`src/include/smpz_pkg.sv`:
```
// shared constants for the phase-zero serial master
package smpz_pkg;

   ////////////////////////////////////////////////////////////////////////////////
   // widths
   localparam int SMPZ_DATA_W = 8; // register data and serial word width
   localparam int SMPZ_ADDR_W = 3; // register index width
   localparam int SMPZ_BAUD_W = 7; // divider field, 0 to 127
   localparam int SMPZ_CNT_W = 8; // half-period counter, holds up to 128
   localparam int SMPZ_BUF_DEPTH = 2; // entries in each word buffer

   ////////////////////////////////////////////////////////////////////////////////
   // register indices
   localparam logic [2:0] SMPZ_ADDR_CFG = 3'h0; // config_control_reg
   localparam logic [2:0] SMPZ_ADDR_OPCTL = 3'h1; // operation_control_reg
   localparam logic [2:0] SMPZ_ADDR_BAUD = 3'h2; // baud_divider
   localparam logic [2:0] SMPZ_ADDR_TX = 3'h3; // write pushes a word
   localparam logic [2:0] SMPZ_ADDR_RX = 3'h4; // read pops a word
   localparam logic [2:0] SMPZ_ADDR_STAT = 3'h5; // status, read only

   ////////////////////////////////////////////////////////////////////////////////
   // field positions
   localparam int SMPZ_POL_BIT = 6; // clock polarity in config_control_reg
   localparam int SMPZ_ROLE_BIT = 2; // master select in operation_control_reg
   localparam int SMPZ_PHASE_BIT = 3; // clock phase in operation_control_reg
   localparam int SMPZ_STAT_TXROOM = 0; // transmit buffer can take a word
   localparam int SMPZ_STAT_RXVALID = 1; // receive buffer holds a word
   localparam int SMPZ_STAT_BUSY = 2; // a word is on the line

   ////////////////////////////////////////////////////////////////////////////////
   // reset values
   localparam logic [7:0] SMPZ_CFG_RESET = 8'h00;
   localparam logic [7:0] SMPZ_OPCTL_RESET = 8'h00;
   localparam logic [6:0] SMPZ_BAUD_RESET = 7'h00;

   ////////////////////////////////////////////////////////////////////////////////
   // serial timing in peripheral clock cycles
   localparam logic [6:0] SMPZ_DIV_FIXED_MAX = 7'h03; // divider at or below uses fixed
   localparam logic [7:0] SMPZ_FIXED_PERIOD = 8'h04; // four-cycle serial period
   localparam logic [2:0] SMPZ_LAST_BIT = 3'h7; // index of the final bit

   // shifter states
   typedef enum logic [1:0] {ST_IDLE, ST_LEAD, ST_ACTIVE, ST_IDLEHALF} smpz_state_t;

endpackage

```
`src/smpz_top.sv`:
```
// Contract
// - serial period is four or divider plus one
// - even divisor gives equal clock halves
// - odd divisor shortens non-idle half by half
// - polarity bit picks edges and idle level
// - runs only as master with phase zero
// - data launched on leading clock edge
// - incoming data sampled on trailing edge
// - enable active half period before first edge
// - enable released half period after last edge
// - enable stays active between back-to-back words
//
// Our own choices: the address map and the strobed register port.
`timescale 1ns/100ps

////////////////////////////////////////////////////////////////////////////////
// small word buffer with valid and ready on both sides
module smpz_fifo
   import smpz_pkg::*;
#(
   parameter int W = 8,
   parameter int DEPTH = 2
)
(
   input wire logic clk_in,
   input wire logic rst_in,
   input wire logic in_valid_in,
   output logic in_ready_out,
   input wire logic [W-1:0] in_data_in,
   output logic out_valid_out,
   input wire logic out_ready_in,
   output logic [W-1:0] out_data_out
);
   localparam int PW = (DEPTH > 1) ? $clog2(DEPTH) : 1;

   typedef struct packed {
      logic [DEPTH-1:0][W-1:0] mem; // storage
      logic [PW-1:0] wr_ptr; // next slot to fill
      logic [PW-1:0] rd_ptr; // oldest slot
      logic [PW:0] count; // words held
   } smpz_fifo_state_t;

   smpz_fifo_state_t st; // registered state
   smpz_fifo_state_t next_st; // next state
   logic push; // word accepted
   logic pop; // word drained

   // flags come from the count only, so no path runs through them
   assign in_ready_out = st.count != (PW+1)'(DEPTH);
   assign out_valid_out = st.count != '0;
   assign out_data_out = st.mem[st.rd_ptr];
   assign push = in_valid_in && in_ready_out;
   assign pop = out_valid_out && out_ready_in;

   // pointer and count update
   always_comb
   begin
      next_st = st;
      if (push)
      begin
         next_st.mem[st.wr_ptr] = in_data_in;
         next_st.wr_ptr = (st.wr_ptr == PW'(DEPTH - 1)) ? '0 : st.wr_ptr + PW'(1);
      end
      if (pop)
      begin
         next_st.rd_ptr = (st.rd_ptr == PW'(DEPTH - 1)) ? '0 : st.rd_ptr + PW'(1);
      end
      next_st.count = st.count + (PW+1)'(push) - (PW+1)'(pop);
   end

   // state register
   always_ff @(posedge clk_in)
   begin
      if (rst_in)
      begin
         st <= '0;
      end
      else
      begin
         st <= next_st;
      end
   end
endmodule

////////////////////////////////////////////////////////////////////////////////
// serial master, phase zero, with register port
module smpz_top
   import smpz_pkg::*;
(
   input wire logic clk_in,
   input wire logic rst_in,
   input wire logic [SMPZ_ADDR_W-1:0] addr_in,
   input wire logic [SMPZ_DATA_W-1:0] wr_data_in,
   input wire logic wr_in,
   input wire logic rd_in,
   output logic [SMPZ_DATA_W-1:0] rd_data_out,
   input wire logic master_in_line_in,
   output logic serial_clock_pin_out,
   output logic master_out_line_out,
   output logic slave_enable_pin_n_out
);

   typedef struct packed {
      smpz_state_t state; // shifter state
      logic [7:0] cfg; // config_control_reg
      logic [7:0] opctl; // operation_control_reg
      logic [6:0] baud; // baud_divider
      logic [7:0] rd_data; // read answer, one cycle after strobe
      logic [7:0] tx_word; // word being sent
      logic [7:0] rx_word; // bits gathered so far
      logic [2:0] bit_idx; // bit on the line
      logic [7:0] cnt; // cycles left in this half
      logic sclk; // serial clock level
      logic mosi; // outgoing data level
      logic en_n; // slave enable, low active
      logic miso_s1; // first sync stage
      logic miso_s2; // second sync stage
   } smpz_top_state_t;

   smpz_top_state_t st; // registered state
   smpz_top_state_t next_st; // next state
   logic pol; // idle clock level
   logic [7:0] period; // serial period in cycles
   logic [7:0] half_first; // non-idle half
   logic [7:0] half_second; // idle half
   logic start_ok; // a word may start now
   logic tx_valid; // transmit buffer not empty
   logic [7:0] tx_data; // head of transmit buffer
   logic tx_ready; // transmit buffer has room
   logic tx_push; // software write to transmit
   logic tx_pop; // shifter takes a word
   logic rx_valid; // receive buffer not empty
   logic [7:0] rx_data; // head of receive buffer
   logic rx_ready; // receive buffer has room
   logic rx_push; // shifter delivers a word
   logic rx_pop; // software reads a word
   logic [7:0] rx_full_word; // word with final bit added
   logic [2:0] next_bit; // following bit index

   ////////////////////////////////////////////////////////////////////////////////
   // serial timing from the divider
   assign pol = st.cfg[SMPZ_POL_BIT];
   // small dividers fall back to the fixed four-cycle period
   assign period = (st.baud <= SMPZ_DIV_FIXED_MAX) ? SMPZ_FIXED_PERIOD
                 : {1'b0, st.baud} + 8'h01;
   // odd periods put the short half on the non-idle level
   assign half_first = period >> 1;
   assign half_second = period - half_first;
   assign next_bit = st.bit_idx + 3'h1;
   assign rx_full_word = {st.rx_word[6:0], st.miso_s2};
   assign tx_push = wr_in && (addr_in == SMPZ_ADDR_TX);
   // a word starts only if its answer has a slot, so no word is lost
   assign start_ok = st.opctl[SMPZ_ROLE_BIT] && !st.opctl[SMPZ_PHASE_BIT]
                   && tx_valid && rx_ready;

   ////////////////////////////////////////////////////////////////////////////////
   // word buffers on both sides of the shifter
   smpz_fifo #(.W(SMPZ_DATA_W), .DEPTH(SMPZ_BUF_DEPTH)) u_tx_buf (
      .clk_in(clk_in),
      .rst_in(rst_in),
      .in_valid_in(tx_push),
      .in_ready_out(tx_ready),
      .in_data_in(wr_data_in),
      .out_valid_out(tx_valid),
      .out_ready_in(tx_pop),
      .out_data_out(tx_data)
   );

   smpz_fifo #(.W(SMPZ_DATA_W), .DEPTH(SMPZ_BUF_DEPTH)) u_rx_buf (
      .clk_in(clk_in),
      .rst_in(rst_in),
      .in_valid_in(rx_push),
      .in_ready_out(rx_ready),
      .in_data_in(rx_full_word),
      .out_valid_out(rx_valid),
      .out_ready_in(rx_pop),
      .out_data_out(rx_data)
   );

   ////////////////////////////////////////////////////////////////////////////////
   // register port and shifter next state
   always_comb
   begin
      next_st = st;
      tx_pop = 1'b0;
      rx_push = 1'b0;
      rx_pop = 1'b0;
      // incoming line passes two stages before use
      next_st.miso_s1 = master_in_line_in;
      next_st.miso_s2 = st.miso_s1;
      // register writes; a write to a full transmit buffer is dropped
      if (wr_in)
      begin
         case (addr_in)
            SMPZ_ADDR_CFG: next_st.cfg = wr_data_in;
            SMPZ_ADDR_OPCTL: next_st.opctl = wr_data_in;
            SMPZ_ADDR_BAUD: next_st.baud = wr_data_in[SMPZ_BAUD_W-1:0];
            default: ; // transmit handled by buffer, rest ignored
         endcase
      end
      // read answer stands for one cycle only
      next_st.rd_data = '0;
      if (rd_in)
      begin
         case (addr_in)
            SMPZ_ADDR_CFG: next_st.rd_data = st.cfg;
            SMPZ_ADDR_OPCTL: next_st.rd_data = st.opctl;
            SMPZ_ADDR_BAUD: next_st.rd_data = {1'b0, st.baud};
            SMPZ_ADDR_RX:
            begin
               // empty buffer reads zero and pops nothing
               next_st.rd_data = rx_valid ? rx_data : '0;
               rx_pop = rx_valid;
            end
            SMPZ_ADDR_STAT:
            begin
               next_st.rd_data[SMPZ_STAT_TXROOM] = tx_ready;
               next_st.rd_data[SMPZ_STAT_RXVALID] = rx_valid;
               next_st.rd_data[SMPZ_STAT_BUSY] = st.state != ST_IDLE;
            end
            default: next_st.rd_data = '0; // unmapped reads zero
         endcase
      end
      // shifter
      case (st.state)
         ST_IDLE:
         begin
            next_st.sclk = pol;
            next_st.en_n = 1'b1;
            if (start_ok)
            begin
               // enable and first bit go out half a period early
               tx_pop = 1'b1;
               next_st.tx_word = tx_data;
               next_st.mosi = tx_data[SMPZ_LAST_BIT];
               next_st.en_n = 1'b0;
               next_st.cnt = half_second - 8'h01;
               next_st.state = ST_LEAD;
            end
         end
         ST_LEAD:
         begin
            if (st.cnt == '0)
            begin
               // first leading edge; the first bit is already out
               next_st.sclk = !pol;
               next_st.mosi = st.tx_word[SMPZ_LAST_BIT];
               next_st.bit_idx = '0;
               next_st.cnt = half_first - 8'h01;
               next_st.state = ST_ACTIVE;
            end
            else
            begin
               next_st.cnt = st.cnt - 8'h01;
            end
         end
         ST_ACTIVE:
         begin
            if (st.cnt == '0)
            begin
               // trailing edge samples the incoming line
               next_st.sclk = pol;
               next_st.rx_word = rx_full_word;
               rx_push = st.bit_idx == SMPZ_LAST_BIT;
               next_st.cnt = half_second - 8'h01;
               next_st.state = ST_IDLEHALF;
            end
            else
            begin
               next_st.cnt = st.cnt - 8'h01;
            end
         end
         ST_IDLEHALF:
         begin
            if (st.cnt != '0)
            begin
               next_st.cnt = st.cnt - 8'h01;
            end
            else if (st.bit_idx != SMPZ_LAST_BIT)
            begin
               // next bit launched on the leading edge
               next_st.bit_idx = next_bit;
               next_st.sclk = !pol;
               next_st.mosi = st.tx_word[SMPZ_LAST_BIT - next_bit];
               next_st.cnt = half_first - 8'h01;
               next_st.state = ST_ACTIVE;
            end
            else if (start_ok)
            begin
               // next word joins without dropping the enable
               tx_pop = 1'b1;
               next_st.tx_word = tx_data;
               next_st.bit_idx = '0;
               next_st.sclk = !pol;
               next_st.mosi = tx_data[SMPZ_LAST_BIT];
               next_st.cnt = half_first - 8'h01;
               next_st.state = ST_ACTIVE;
            end
            else
            begin
               // half a period after the last sampling edge
               next_st.en_n = 1'b1;
               next_st.state = ST_IDLE;
            end
         end
         default: next_st.state = ST_IDLE;
      endcase
   end

   // state register
   always_ff @(posedge clk_in)
   begin
      if (rst_in)
      begin
         st <= '0;
         st.state <= ST_IDLE;
         st.cfg <= SMPZ_CFG_RESET;
         st.opctl <= SMPZ_OPCTL_RESET;
         st.baud <= SMPZ_BAUD_RESET;
         st.en_n <= 1'b1;
      end
      else
      begin
         st <= next_st;
      end
   end

   // every output straight from a flop
   assign rd_data_out = st.rd_data;
   assign serial_clock_pin_out = st.sclk;
   assign master_out_line_out = st.mosi;
   assign slave_enable_pin_n_out = st.en_n;

   ////////////////////////////////////////////////////////////////////////////////
   // checks; divider and polarity assumed steady while a word runs
   logic prev_sclk; // clock level one cycle back
   logic prev_en_n; // enable one cycle back
   logic [7:0] run_len; // cycles since last clock change or enable fall
   logic lead; // leading edge shown this cycle
   logic trail; // trailing edge shown this cycle

   // only inside a frame, so an idle polarity change is not taken for an edge
   assign lead = (st.sclk != prev_sclk) && (st.sclk != pol) && !st.en_n;
   assign trail = (st.sclk != prev_sclk) && (st.sclk == pol) && !st.en_n;

   // helper history, read by the checks only
   always_ff @(posedge clk_in)
   begin
      if (rst_in)
      begin
         prev_sclk <= 1'b0;
         prev_en_n <= 1'b1;
         run_len <= 8'h01;
      end
      else
      begin
         prev_sclk <= st.sclk;
         prev_en_n <= st.en_n;
         if ((st.sclk != prev_sclk) || (!st.en_n && prev_en_n))
            run_len <= 8'h01;
         else if (run_len != 8'hFF)
            run_len <= run_len + 8'h01;
      end
   end
endmodule

```
`config.mk`:
```
export PLATFORM = sky130hd
export DESIGN_NAME = smpz_top
export DESIGN_NICKNAME = d
export VERILOG_FILES = /design/src/include/smpz_pkg.sv /design/src/smpz_top.sv
export SDC_FILE = /design/constraint.sdc
export NUM_CORES = 1
export LEC_CHECK = 0
export BUFFER_PORTS_ARGS = -buffer_cell sky130_fd_sc_hd__buf_2
export CAP_MARGIN = 15
export CORE_UTILIZATION = 30
export DETAILED_ROUTE_END_ITERATION = 8
export PLACE_DENSITY_LB_ADDON = 0.08
export SETUP_SLACK_MARGIN = 0.1
export SYNTH_ARGS = -nofsm -noshare
export SYNTH_HDL_FRONTEND = slang
export SYNTH_SLANG_ARGS = --single-unit
```
`constraint.sdc`:
```
create_clock -name clk_in -period 3.15 [get_ports clk_in]
set_input_delay 0.63 -clock clk_in [delete_from_list [all_inputs] [get_ports clk_in]]
set_output_delay 0.63 -clock clk_in [all_outputs]
set_load 0.05 [all_outputs]
```
### Yosys cells after proc, flatten, opt, wreduce, memory -nomap -nowiden

Cells that the tools add are included.

| cells by class | value |
|---|---|
| $mul | 0 |
| divide/modulo/power cells | 0 |
| muxes and demuxes | 57 |
| $add $sub $neg | 15 |
| shifts and indexed selects | 0 |
| magnitude comparators | 8 |
| bitwise logic cells | 1 |
| reductions and logical operators | 34 |
| equality and inequality tests | 20 |

Operator list:

| operator | count |
|---|---|
| two-way mux 8 bit | 15 |
| one-hot mux 9 bit (4 select lines) | 1 |
| bitwise mux 16 bit | 2 |
| two-way mux 13 bit | 2 |
| one-hot mux 5 bit (4 select lines) | 1 |
| demux 8 bit (select 1 bit) | 2 |
| two-way mux 2 bit | 8 |
| != test 2 bit (second input constant) | 8 |
| one-hot mux 8 bit (2 select lines) | 1 |
| AND reduction 4 bit | 4 |
| subtractor 8 x 1 -> 8 bit (second input constant) | 2 |
| two-way mux 1 bit | 15 |
| one-hot mux 3 bit (5 select lines) | 1 |
| logical AND 1 bit | 10 |
| AND reduction 2 bit | 5 |
| nonzero test 2 bit | 5 |
| == test 3 bit (second input constant) | 3 |
| two-way mux 3 bit | 3 |
| adder 7 x 1 -> 8 bit (second input constant) | 1 |
| zero test 8 bit | 1 |
| < comparator 1 x 2 -> 1 bit (second input constant) | 4 |
| one-hot mux 2 bit (4 select lines) | 1 |
| nonzero test 8 bit | 1 |
| subtractor 7 x 1 -> 8 bit (second input constant) | 1 |
| other kinds (27) | 38 |

| word-level totals | value |
|---|---|
| latch bits | 0 |
| register bits after elaboration | 104 |
| memories | 0 |
| memory bits (read-only) | 0 |
| bits in writable memories | 0 |

### Logic depth before layout (Yosys ltp)

| depth | value |
|---|---|
| depth after elaboration | 10 |
| gate-level depth with buffers | 12 |
| mapped depth without buffers | 11 |

### Cells and area by module

From an unflattened synthesis, not the netlist that was laid out.

| second synthesis, totals | value |
|---|---|
| cell total of the unflattened synthesis | 699 |
| area total of the unflattened synthesis | 5870.6 um^2 |

By module, submodules not included:

| module | sequential area each (um^2) | times used | area each (um^2) | cells each |
|---|---|---|---|---|
| smpz_top | 1281.2 | 1 | 3912.5 | 493 |
| smpz_fifo (u_tx_buf) | 400.4 | 1 | 979.7 | 103 |
| smpz_fifo (u_rx_buf) | 400.4 | 1 | 978.4 | 103 |

### Worst setup path after synthesis

OpenSTA, ideal clock, no wires.

| timing | value |
|---|---|
| kind | register to register |
| start point | reg st[40] (netlist bit) |
| end point | reg st[10] (netlist bit) |
| arrival | 2.531 ns |
| period minus slack after synthesis | 2.594 ns |
| required time | 3.088 ns |
| buffers on the path | 0 |
| slack | 0.556 ns |
| stages on the path, launching flop included | 11 |
| path through | dfxtp_1 -> ha_1 -> nand3_1 -> xor2_1 -> ha_1 -> a21oi_1 -> a21oi_1 -> a211oi_1 -> xnor2_1 -> or4_1 -> nand3_1 |

| between the ends | value |
|---|---|
| word-level cells in the longest chain between the ends | 7 |
| elaborated cells on any way between the ends | 13 |

Ends and longest elaborated chain:

| what | RTL line | text |
|---|---|---|
| from (decl) | smpz_top.sv:120 | `smpz_top_state_t st;` |
| from (signal assigned) | smpz_top.sv:324 | `st <= next_st;` |
| adder 7 x 1 -> 8 bit / <= comparator 7 x 2 -> 1 bit (equally long branches) | smpz_top.sv:145, smpz_top.sv:144 |  |
| two-way mux 8 bit (*) | smpz_top.sv:144 | `assign period = (st.baud <= SMPZ_DIV_FIXED_MAX) ? SMPZ_FIXED_PERIOD` |
| parallel branches: the longest is 4 deep, another holds subtractor 8 x 7 -> 8 bit | n/a |  |
| one-hot mux 9 bit (4 select lines) (*) | smpz_top.sv:225 | `case (st.state)` |

Every way passes the cells marked *. The select of a mux whose other input is x is not followed.
A chain may end at the register's enable or synchronous reset.

### Final worst setup path

| timing | value |
|---|---|
| start point | reg st[40] (netlist bit) |
| end point | reg st[12] (netlist bit) |

The elaborated chain is that of the path after synthesis.

==> results.yml <==
global_routing:
  groute.usage.overall_pct: 16.1
  grt_max_degree: 54
  first_global_vias: 4505
  grt_overflow_total: 0
  antenna_found_initial: 0
  grt_pass1_wl_mm: 24.6
pwr:
  vdd.ir_drop.worst_uv: 342
  powerDensity_nw_per_um2: 691
  power_mw: 4.39
  p_leak_nw: 2.32
routing:
  via_per_inst: 5.09
  vias: 4639
  wl_per_cell_um: 16.7
  wirelength_mm: 15.2
  drtAntennaViolNets: 0
  drc: 0
  drt-pass1-iter-count: 4
  drt_iter0_drc: 283
finish:
  final_core_util_pct: 34.0
  mostFrequentLayoutCell: "dfxtp_1"
  multi_input_area_um2: 3300
  diodes: 0
  final_cells: 911
  area_growth_pct: 10.7
  final_cell_mix: "dfxtp_1 (104), nor2_1 (82), nand2_1 (67)"
  drive_above_1_share_pct: 12.7
  fillers: 1944
  regArea_um2: 2080
  final_area_um2: 6350
  nets: 715
clock_network:
  cts_resized: 0
  numCtsBuffers: 9
  clk_pin_slew_ns: 0.07
  h-tree-depth: 3
  clock-sinks: 104
  cts_tree: "done"
  post_cts_buffers: 0
  insertion_delay_ns: 0.35
  cts_buffer_depth: 2
  hold_buffers: 0
  cts_root_buf: "clkbuf_16"
yosys:
  synth-main-ff-cell: "dfxtp_1"
  syn_nets: 704
  netlist_area_um2: 5740
  yosysWarnings: 0
  synthDistinctLibCells: 78
  syn_inst: 662
  syn_avg_cell_area_um2: 8.67
  ys_seq_elements: 104
  async_flop_share_pct: 0
  synth-edff-count: 0
  yosysSeqAreaShare_pct: 36.3
sta:
  worst_pin_slew_ns: 0.806
  clock_skew_ns: 0.00451
  rsz0062_at_grt: "no"
  layout_setup_ws_ns: 0.313
  max_freq_mhz: 353
  setup_tns_ns: 0
  finalCriticalPeriod_ns: 2.84
  finalSetupViolCount: 0
  period_share_pct: 90.0
  drv_slew: 0
  hold_viol_final: 0
  hold_slack_ns: 0.447
  slew_headroom_pct: 45.8
placed_design:
  place_congestion: 0.806
  placed_area_um2: 6030
  io_buffers: 26
  placed_cells: 896
  dp_slack_ns: 0.212
  hpwl_mm: 11.2
worst_setup_path:
  cp_top_family: "simple AND/OR/NAND/NOR gates"
  r2r_start: "st[40]$_SDFFE_PP0P_"
  critPathLaunch: "st[40]$_SDFFE_PP0P_"
  reg2reg_depth: 10
  reg2reg_to: "st[12]$_SDFFE_PP0P_"
  path_class: "flip-flop to flip-flop"
  cp-end-kind: "flip-flop"
  ff2ff_setup_slack_ns: 0.31
  cp.depth: 10
  worstPathCellList: "buf_4, nand2_1, nor2_1, xnor2_1, ha_1, and4b_1, a21oi_1, a221oi_1, mux2i_1, o31ai_1"
  critPathBufInv: 1
  worst-path-max-fanout: 7
  cp.arrival_ns: 3.05
  crit_required_ns: 3.37
  slowest_delay_ns: 0.40
  cp-start-kind: "flip-flop"
  cp_slowest_cell: "xnor2_1"
die:
  core_area_um2: 18700
  floorplan.initialDensity_pct: 30.7
  die_w_um: 140
  ios: 27
  die_h_um: 140
  dieArea_um2: 19700
  rows: 50
worst_hold_path:
  min_from: "next_st[0]$_SDFF_PP0_"
  hp-class: "flip-flop to flip-flop"
  hold_path_depth: 1
  holdPathEnd: "rx_full_word[0]$_SDFF_PP0_"
run_status:
  status: "complete, no violations"
run:
  maxCapViolations: 0
power breakdown:
| group | switching, mW | internal, mW | total (mW) |
|---|---|---|---|
| Clock | 0.512 | 0.638 | 1.15 |
| Sequential | 0.0976 | 1.39 | 1.49 |
| Combinational | 1.14 | 0.610 | 1.75 |
| Total | 1.75 | 2.64 | 4.39 |
metal layers:
layer	GRT usage [%]	part of all wire [%]	wire, um
met1	21.6	49	7530
met2	26.5	47	7170
met3	2.97	2.6	392
met4	4.40	0.97	148
met5	0	0	0
logic make-up after synthesis:
logic type,synth area share (%)
xor gates and xnor gates,4.51
muxes,10.4
adders and majority gates,5.67
AOI/OAI and AO/OA,15.2
and+or+nand+nor,21.1
buffers and inverters,6.74
DFF,36.3
cell usage after synthesis (9+ instances only):
cell / instances / share of area [%]
a211oi_1: 10 / 1.3
a21oi_1: 62 / 5.4
buf_4: 9 / 1.2
clkbuf_1: 22 / 1.4
dfxtp_1: 104 / 36
ha_1: 26 / 5.7
inv_1: 26 / 1.7
mux2i_1: 53 / 9.2
nand2_1: 67 / 4.4
nand3_1: 27 / 2.4
nor2_1: 82 / 5.4
nor2b_1: 11 / 1.2
nor3_1: 10 / 0.87
o21ai_0: 9 / 0.78
xnor2_1: 16 / 2.4
xor2_1: 11 / 1.7
worst register-to-register path, stage by stage, from the launching register on:
cell and delay, ns:
dfxtp_1 0.32, buf_4 0.16, nand2_1 0.21, nor2_1 0.14, xnor2_1 0.40, ha_1 0.38
and4b_1 0.31, a21oi_1 0.07, a221oi_1 0.38, mux2i_1 0.25, o31ai_1 0.09
sequential cells by signal, summed over array words and instances, names as in the netlist:
signal,cells
master_out_line_out,1
st,43
pol,1
slave_enable_pin_n_out,1
u_rx_buf.st,20
u_tx_buf.st,20
rx_full_word,8
serial_clock_pin_out,1
rd_data_out,8
next_st,1
final cells by class:
| class | instances | area share [%] |
|---|---|---|
| clock buffers | 11 | 3.82 |
| clock inverters | 4 | 0.847 |
| inverters | 26 | 1.54 |
| multi-input cells | 486 | 52.0 |
| flip-flops and latches | 104 | 32.8 |
| well taps | 234 | 4.61 |
| repair buffers | 46 | 4.45 |
worst max-delay path by stage:
| stage | slack [ns] | to |
|---|---|---|
| floorplan | 0.56 | st[10]$_SDFFE_PP0P_ |
| finish | 0.31 | st[12]$_SDFFE_PP0P_ |
| global route | 0.12 | st[9]$_SDFFE_PP0P_ |
| CTS | 0.19 | st[11]$_SDFFE_PP0P_ |
| detailed placement | 0.21 | st[11]$_SDFFE_PP0P_ |
| global placement | 0.29 | st[11]$_SDFFE_PP0P_ |
(Power assumes the default switching activity.)
